**src/hdl/fmc_pkg.sv**
```systemverilog
// Purpose: Constants and types for the flash mode and clock register bank.
// Assumes: AHB-Lite word access, register index times four is the byte address.
// Notes: Field positions, keys and reset values live here only.
package fmc_pkg;
   // Register indices; byte address is four times the index.
   localparam logic [29:0] FMC_IDX_MODE = 30'h0000_0128;
   localparam logic [29:0] FMC_IDX_CLK = 30'h0000_012A;
   localparam logic [29:0] FMC_IDX_STAT = 30'h0000_012E;
   // Key handling and reset values.
   localparam logic [7:0] FMC_KEY_WRITE = 8'hA5;
   localparam logic [7:0] FMC_KEY_READ = 8'h96;
   localparam logic [15:0] FMC_MODE_RST = 16'h9600;
   localparam logic [15:0] FMC_CLK_RST = 16'h9642;
   // Mode register fields.
   localparam int FMC_BLK_POS = 7;
   localparam int FMC_WRT_POS = 6;
   localparam int FMC_BULK_ERASE_BIT_POS = 2;
   localparam int FMC_ERASE_POS = 1;
   // Clock register fields.
   localparam int FMC_SRC_LSB = 6;
   localparam int FMC_DIV_MSB = 5;
   localparam logic [1:0] FMC_SRC_RSVD = 2'h0;
   localparam logic [1:0] FMC_SRC_MAIN = 2'h1;
   // Status register bit positions.
   localparam int FMC_ST_ACCV = 0;
   localparam int FMC_ST_KEY_VIOLATION_FLAG = 1;
   localparam int FMC_ST_BUSY = 2;
   localparam int FMC_ST_LOCK = 3;
   localparam int FMC_ST_EMERGENCY_EXIT = 4;
   localparam int FMC_ST_OPACT = 5;
   // Bus encodings.
   localparam logic [2:0] FMC_HSIZE_WORD = 3'h2;
   // Erase scope codes.
   typedef enum logic [1:0] {
      FMC_ER_NONE = 2'h0,
      FMC_ER_SEG = 2'h1,
      FMC_ER_MAIN = 2'h2,
      FMC_ER_ALL = 2'h3
   } fmc_erase_t;
   // Stored mode and clock fields.
   typedef struct packed {
      logic blk;
      logic write_mode_bit;
      logic bulk_erase_bit;
      logic erase;
   } fmc_mode_t;
   typedef struct packed {
      logic [1:0] src;
      logic [5:0] div;
   } fmc_clk_t;
   typedef enum logic [1:0] {FMC_IDLE, FMC_WRITE, FMC_RWAIT, FMC_RDATA} fmc_bus_t;
endpackage

```
**src/hdl/fmc_regs.sv**
```systemverilog
// Purpose: Password-protected flash mode and clock control registers on AHB-Lite.
// Assumes: One master, word transfers, status inputs synchronous to clk_in.
// Notes: Reads take one wait state; writes take none.
// Contract
// - Upper byte of both control registers always reads 96h.
// - Writes must carry key A5h; any other key requests a system reset.
// - Emergency exit clears block, write, bulk erase and erase bits.
// - Write-mode bit enables writing when 1, disables all writes when 0.
// - Erase bits decode to none, segment, or all main segments.
// - Both erase bits erase main plus info unless info lock set.
// - Mode register reserved bits 5-3 and 0 read zero.
// - Source 00 reserved, 01 main clock, 10 and 11 subsystem clock.
// - Divisor is divider field plus one, 1 to 64.
// - Mode register at 0128h resets to 9600h.
// - Clock register at 012Ah resets to 9642h, main clock, divider 2.
// - Mode write during erase or single write sets access violation.
// - Clock write while busy sets access violation.
// - Wrong key also sets key violation flag.
// - Emergency exit stops activity and clears the whole mode register.
//
// The AHB-Lite interface to the registers was decided locally.
`timescale 1ns/1ps
module fmc_regs
   import fmc_pkg::*;
(
   // Clock and reset.
   input wire logic clk_in,
   input wire logic rst_in,
   // AHB-Lite slave.
   input wire logic hsel_in,
   input wire logic [31:0] haddr_in,
   input wire logic [1:0] htrans_in,
   input wire logic hwrite_in,
   input wire logic [2:0] hsize_in,
   input wire logic hready_in,
   input wire logic [31:0] hwdata_in,
   output logic hreadyout_out,
   output logic hresp_out,
   output logic [31:0] hrdata_out,
   // Controller status.
   input wire logic emergency_exit_in,
   input wire logic info_segment_lock_in,
   input wire logic busy_in,
   input wire logic op_active_in,
   input wire logic sub_clk_en_in,
   // Mode and clock outputs.
   output logic write_mode_out,
   output logic block_write_out,
   output fmc_erase_t erase_kind_out,
   output logic flash_clk_en_out,
   // Violations and reset request.
   output logic access_violation_flag_out,
   output logic key_violation_flag_out,
   output logic power_up_clear_reset_out
);
   fmc_bus_t state_reg;
   logic [29:0] idx_reg;
   logic word_reg;
   fmc_mode_t mode_reg;
   fmc_clk_t clk_reg;
   logic [5:0] cnt_reg;
   logic accept;
   logic wr_stb;
   logic key_ok;
   logic mode_hit;
   logic clk_hit;
   logic stat_hit;
   logic mode_wr;
   logic clk_wr;
   logic accv_set;
   logic key_violation_flag_set;
   logic src_tick;

   // Register index match, used for every decode of the latched address.
   function automatic logic hit(input logic [29:0] idx, input logic [29:0] want);
      hit = (idx == want);
   endfunction

   // Erase scope from the two erase bits and the info segment lock.
   function automatic fmc_erase_t erase_scope(input fmc_mode_t m, input logic lock);
      if (m.bulk_erase_bit && m.erase)
      begin
         erase_scope = lock ? FMC_ER_MAIN : FMC_ER_ALL;
      end
      else if (m.bulk_erase_bit)
      begin
         erase_scope = FMC_ER_MAIN;
      end
      else if (m.erase)
      begin
         erase_scope = FMC_ER_SEG;
      end
      else
      begin
         erase_scope = FMC_ER_NONE;
      end
   endfunction

   // Address phase acceptance and data phase write decode.
   assign accept = hsel_in && hready_in && htrans_in[1] && (state_reg != FMC_RWAIT);
   assign wr_stb = (state_reg == FMC_WRITE) && word_reg;
   assign key_ok = (hwdata_in[15:8] == FMC_KEY_WRITE);
   assign mode_hit = hit(idx_reg, FMC_IDX_MODE);
   assign clk_hit = hit(idx_reg, FMC_IDX_CLK);
   assign stat_hit = hit(idx_reg, FMC_IDX_STAT);
   assign key_violation_flag_set = wr_stb && (mode_hit || clk_hit) && !key_ok;
   assign accv_set = wr_stb && key_ok && ((mode_hit && op_active_in) || (clk_hit && busy_in));
   assign mode_wr = wr_stb && mode_hit && key_ok && !op_active_in;
   assign clk_wr = wr_stb && clk_hit && key_ok && !busy_in;

   // Bus phase tracking; reads wait one cycle so a write just before is seen.
   always_ff @(posedge clk_in or posedge rst_in)
   begin
      if (rst_in)
      begin
         state_reg <= FMC_IDLE;
         idx_reg <= 30'h0000_0000;
         word_reg <= 1'b0;
         hreadyout_out <= 1'b1;
      end
      else
      begin
         unique case (state_reg)
            FMC_RWAIT:
            begin
               state_reg <= FMC_RDATA;
               hreadyout_out <= 1'b1;
            end
            FMC_IDLE, FMC_WRITE, FMC_RDATA:
            begin
               if (accept)
               begin
                  state_reg <= hwrite_in ? FMC_WRITE : FMC_RWAIT;
                  idx_reg <= haddr_in[31:2];
                  word_reg <= (hsize_in == FMC_HSIZE_WORD);
                  hreadyout_out <= hwrite_in;
               end
               else
               begin
                  state_reg <= FMC_IDLE;
               end
            end
         endcase
      end
   end

   // The response is always OKAY.
   always_ff @(posedge clk_in or posedge rst_in)
   begin
      if (rst_in)
      begin
         hresp_out <= 1'b0;
      end
      else
      begin
         hresp_out <= 1'b0;
      end
   end

   // Read data, loaded in the wait cycle; unmapped indices read zero.
   always_ff @(posedge clk_in or posedge rst_in)
   begin
      if (rst_in)
      begin
         hrdata_out <= 32'h0000_0000;
      end
      else if (state_reg == FMC_RWAIT)
      begin
         hrdata_out <= 32'h0000_0000;
         if (mode_hit)
         begin
            hrdata_out[15:8] <= FMC_KEY_READ;
            hrdata_out[FMC_BLK_POS] <= mode_reg.blk;
            hrdata_out[FMC_WRT_POS] <= mode_reg.write_mode_bit;
            hrdata_out[FMC_BULK_ERASE_BIT_POS] <= mode_reg.bulk_erase_bit;
            hrdata_out[FMC_ERASE_POS] <= mode_reg.erase;
         end
         else if (clk_hit)
         begin
            hrdata_out[15:0] <= {FMC_KEY_READ, clk_reg};
         end
         else if (stat_hit)
         begin
            hrdata_out[FMC_ST_ACCV] <= access_violation_flag_out;
            hrdata_out[FMC_ST_KEY_VIOLATION_FLAG] <= key_violation_flag_out;
            hrdata_out[FMC_ST_BUSY] <= busy_in;
            hrdata_out[FMC_ST_LOCK] <= info_segment_lock_in;
            hrdata_out[FMC_ST_EMERGENCY_EXIT] <= emergency_exit_in;
            hrdata_out[FMC_ST_OPACT] <= op_active_in;
         end
      end
   end

   // Mode register; emergency exit beats a write in the same cycle.
   always_ff @(posedge clk_in or posedge rst_in)
   begin
      if (rst_in)
      begin
         mode_reg <= fmc_mode_t'(4'h0);
      end
      else if (emergency_exit_in)
      begin
         mode_reg <= fmc_mode_t'(4'h0);
      end
      else if (mode_wr)
      begin
         mode_reg.blk <= hwdata_in[FMC_BLK_POS];
         mode_reg.write_mode_bit <= hwdata_in[FMC_WRT_POS];
         mode_reg.bulk_erase_bit <= hwdata_in[FMC_BULK_ERASE_BIT_POS];
         mode_reg.erase <= hwdata_in[FMC_ERASE_POS];
      end
   end

   // Clock register; a reserved source code is stored and simply yields no ticks.
   always_ff @(posedge clk_in or posedge rst_in)
   begin
      if (rst_in)
      begin
         clk_reg <= fmc_clk_t'(FMC_CLK_RST[7:0]);
      end
      else if (clk_wr)
      begin
         clk_reg <= fmc_clk_t'(hwdata_in[7:0]);
      end
   end

   // Decoded mode outputs, registered so the ports come from flip-flops.
   always_ff @(posedge clk_in or posedge rst_in)
   begin
      if (rst_in)
      begin
         write_mode_out <= 1'b0;
         block_write_out <= 1'b0;
         erase_kind_out <= FMC_ER_NONE;
      end
      else
      begin
         write_mode_out <= mode_reg.write_mode_bit;
         block_write_out <= mode_reg.blk && mode_reg.write_mode_bit;
         erase_kind_out <= erase_scope(mode_reg, info_segment_lock_in);
      end
   end

   // Source select; the subsystem clock arrives as an enable pulse.
   assign src_tick = (clk_reg.src == FMC_SRC_MAIN) ? 1'b1 : sub_clk_en_in;

   // Timing generator divider: one tick every div+1 source cycles.
   always_ff @(posedge clk_in or posedge rst_in)
   begin
      if (rst_in)
      begin
         cnt_reg <= 6'h00;
         flash_clk_en_out <= 1'b0;
      end
      else if (clk_reg.src == FMC_SRC_RSVD)
      begin
         cnt_reg <= 6'h00;
         flash_clk_en_out <= 1'b0;
      end
      else if (src_tick && (cnt_reg == clk_reg.div))
      begin
         cnt_reg <= 6'h00;
         flash_clk_en_out <= 1'b1;
      end
      else
      begin
         cnt_reg <= src_tick ? cnt_reg + 6'h01 : cnt_reg;
         flash_clk_en_out <= 1'b0;
      end
   end

   // Sticky violation flags, write one to clear; a new event beats the clear.
   always_ff @(posedge clk_in or posedge rst_in)
   begin
      if (rst_in)
      begin
         access_violation_flag_out <= 1'b0;
         key_violation_flag_out <= 1'b0;
      end
      else
      begin
         if (accv_set)
         begin
            access_violation_flag_out <= 1'b1;
         end
         else if (wr_stb && stat_hit && hwdata_in[FMC_ST_ACCV])
         begin
            access_violation_flag_out <= 1'b0;
         end
         if (key_violation_flag_set)
         begin
            key_violation_flag_out <= 1'b1;
         end
         else if (wr_stb && stat_hit && hwdata_in[FMC_ST_KEY_VIOLATION_FLAG])
         begin
            key_violation_flag_out <= 1'b0;
         end
      end
   end

   // Reset request pulse, raised with the key flag in the same cycle.
   always_ff @(posedge clk_in or posedge rst_in)
   begin
      if (rst_in)
      begin
         power_up_clear_reset_out <= 1'b0;
      end
      else
      begin
         power_up_clear_reset_out <= key_violation_flag_set;
      end
   end
endmodule

```
**config.mk**
```make
export PLATFORM = sky130hd
export DESIGN_NAME = fmc_regs
export DESIGN_NICKNAME = d
export VERILOG_FILES = /design/src/hdl/fmc_pkg.sv /design/src/hdl/fmc_regs.sv
export SDC_FILE = /design/constraint.sdc
export NUM_CORES = 1
export LEC_CHECK = 0
export ABC_AREA = 1
export ABC_CLOCK_PERIOD_IN_PS = 2300
export BUFFER_PORTS_ARGS = -buffer_cell sky130_fd_sc_hd__clkbuf_2
export CORE_MARGIN = 2
export CORE_UTILIZATION = 30
export CTS_CLUSTER_DIAMETER = 60
export DETAILED_ROUTE_END_ITERATION = 10
export MAX_ROUTING_LAYER = met4
export SETUP_SLACK_MARGIN = 0.3
export SYNTH_ARGS = -nofsm -noshare
export SYNTH_HDL_FRONTEND = slang
export SYNTH_SLANG_ARGS = --single-unit
```
**constraint.sdc**
```tcl
create_clock -name clk_in -period 2.3 [get_ports clk_in]
set_input_delay 0.23 -clock clk_in [delete_from_list [all_inputs] [get_ports clk_in]]
set_output_delay 0.23 -clock clk_in [all_outputs]
set_load 0.05 [all_outputs]
```
==> flow_metrics.tcl <==
set metrics [dict create \
    num_rows 38 \
    grt_use_total 0.1337 \
    synth_cell_types 30 \
    syn_avg_cell_area_um2 8.040 \
    r2r_cells 7 \
    p_leak_uw 0.002400 \
    power_density_nw_per_um2 915.8 \
    instances_no_fill 651 \
    layout_commonest_cell "nand2_1" \
    crit_required_ns 2.57 \
    vdd_drop_max_uv 364.7 \
    fmax_mhz 610.3 \
    grt_pass1_vias 2740 \
    cts_sinks 69 \
    place_congestion 0.8677 \
    cp-startpoint "state_reg[1]" \
    wl_um 7697 \
    cp_max_fo 30 \
    yosysSeqAreaShare 0.5088 \
    largest_register_ffs 30 \
    die_y_um 110.5 \
    area_growth_pct 23.62 \
    antenna_found_initial 0 \
    worstSetupPathType "reg -> reg" \
    clkTransAtPathRegs_ns 0.06 \
    syn-cell-area_um2 3401 \
    setup_tns_ns 0 \
    timing.hold.ws_ns 0.09131 \
    cts_setup_buffers 0 \
    grt_pass1_wl_um 12880 \
    diodes 0 \
    clock_latency_ns 0.33 \
    first_pass_iters 4 \
    overflow 0 \
    hold_depth 3 \
    arrival_ns 1.91 \
    timing.final.crit_period_ns 1.639 \
    drc 0 \
    fin_skew_ns 0.006146 \
    numCtsBuffers 9 \
    grt_max_degree 40 \
    dp_hpwl_um 5837 \
    clock_path_buffers 2 \
    rsz0062_at_grt "no" \
    timing.final.crit_share 0.7124 \
    vias_per_cell 4.280 \
    final_cell_mix "nand2_1, clkbuf_2, dfrtp_1" \
    core_um2 10940 \
    fp.dieW_um 110.5 \
    drive_above_1_share 0.2485 \
    dieArea_um2 12200 \
    drt_iter0_drc 87 \
    netlist_instances 423 \
    wl_per_cell_um 11.82 \
    hold_viol_final 0 \
    slew_violations 0 \
    hp-start "haddr_in[19]" \
    start_kind "flop" \
    start_util 0.3110 \
    yosys_register_bits 69 \
    io_pins 121 \
    r2r_start "state_reg[1]" \
    root_buffer "clkbuf_16" \
    cts_htree_levels 3 \
    cts_tree "done" \
    fin_nets 586 \
    num_vias 2786 \
    cap_violations 0 \
    setup_viol 0 \
    critPathCaptureType "flop" \
    ys_warn_count 0 \
    ant_nets 0 \
    dp.cells 633 \
    hold_path.class "in -> reg" \
    run_status "completed" \
    io_buffers 80 \
]
## metrics by stage
stage | total power, µW | worst slack (ns) | utilization | instance area [µm²]
final | 3850 | 0.6614 | 0.3844 | 4204
after global placement | 2360 | 0.5024 | 0.3524 | 3854
after floorplan | 2235 | 0.3351 | - | 3476
after detailed placement | 2384 | 0.4698 | 0.3524 | 3854
after CTS | 3888 | 0.4566 | 0.3830 | 4188
after global routing | 4072 | 0.4825 | 0.3844 | 4204
## report_power, final
part	switching (µW)	internal (µW)	total (µW)	leakage (µW)
clock	536	954	1490	0.000156
sequential	123	1440	1560	0.000903
combinational	572	229	800	0.00134
## worst paths after layout
kind / slack (ns) / end
setup / recovery: 0.66 / word_reg
hold / removal: 0.09 / idx_reg[17]
setup reg to reg: 0.66 / word_reg
hold reg to reg: 0.44 / erase_kind_out[1]
max in group asynchronous: 1.38 / clk_reg[6]
min in group asynchronous: 0.51 / idx_reg[18]
## layer usage
layer,up-vias,track usage,part of all wire
met1,1253,0.1677,0.46
met2,89,0.2123,0.47
met5,-,-,0
met4,0,0.04000,0.014
met3,13,0.03622,0.059
li1,1431,-,-
## cell type report
| class | count | area [µm²] |
|---|---|---|
| Timing Repair Buffer | 85 | 440.4 |
| Timing Repair inverter | 1 | 7.507 |
| Fill cell | 1142 | 6731 |
| Tap cell | 140 | 175.2 |
| Sequential cell | 69 | 1730 |
| Clock inverter | 7 | 98.84 |
| Multi-Input combinational cell | 310 | 1404 |
| Inverter | 30 | 122.6 |
| Clock buffer | 9 | 225.2 |
## Yosys cell counts (all sizes together)
library cell,number,share of area
a31oi,1,0.0018
and3,1,0.0018
ha,1,0.0037
conb,1,0.0011
xnor2,1,0.0026
nand4,1,0.0018
nor2,42,0.059
dfstp,3,0.023
inv,29,0.033
nor3,2,0.0059
xor2,9,0.023
clkinv,1,0.0015
a21oi,4,0.0059
or2,2,0.0037
dfrtp,66,0.49
buf,26,0.059
nand2,173,0.20
clkbuf,8,0.0088
o21bai,1,0.0022
nand3,37,0.054
o21ai,14,0.021
## cells by family (layout without fill, tap and decap cells)
kind of cell	count (synthesis)	after routing	share of synthesized area
fa+ha+maj	1	1	0.003679
buf+inv	64	132	0.1026
flops	69	69	0.5088
compound gates	20	20	0.03054
simple gates	258	258	0.3274
other cells	1	21	0.001103
xor+xnor	10	10	0.02576
## critical path, stage by stage (launching register included)
cell and delay, ns:
dfrtp_1 0.39, inv_1 0.06, nor2_1 0.03, buf_4 0.17, nor2_4 0.34, buf_4 0.35
nand3_1 0.15, nand2_1 0.08
## what timing repair did
action                                 CTS  global route
endpoints found under the hold margin   28             0
setup endpoints to repair                0            10
hold buffers                             1             0
resized for setup                        0             3
No activity file was read; power rests on OpenSTA's default activity.
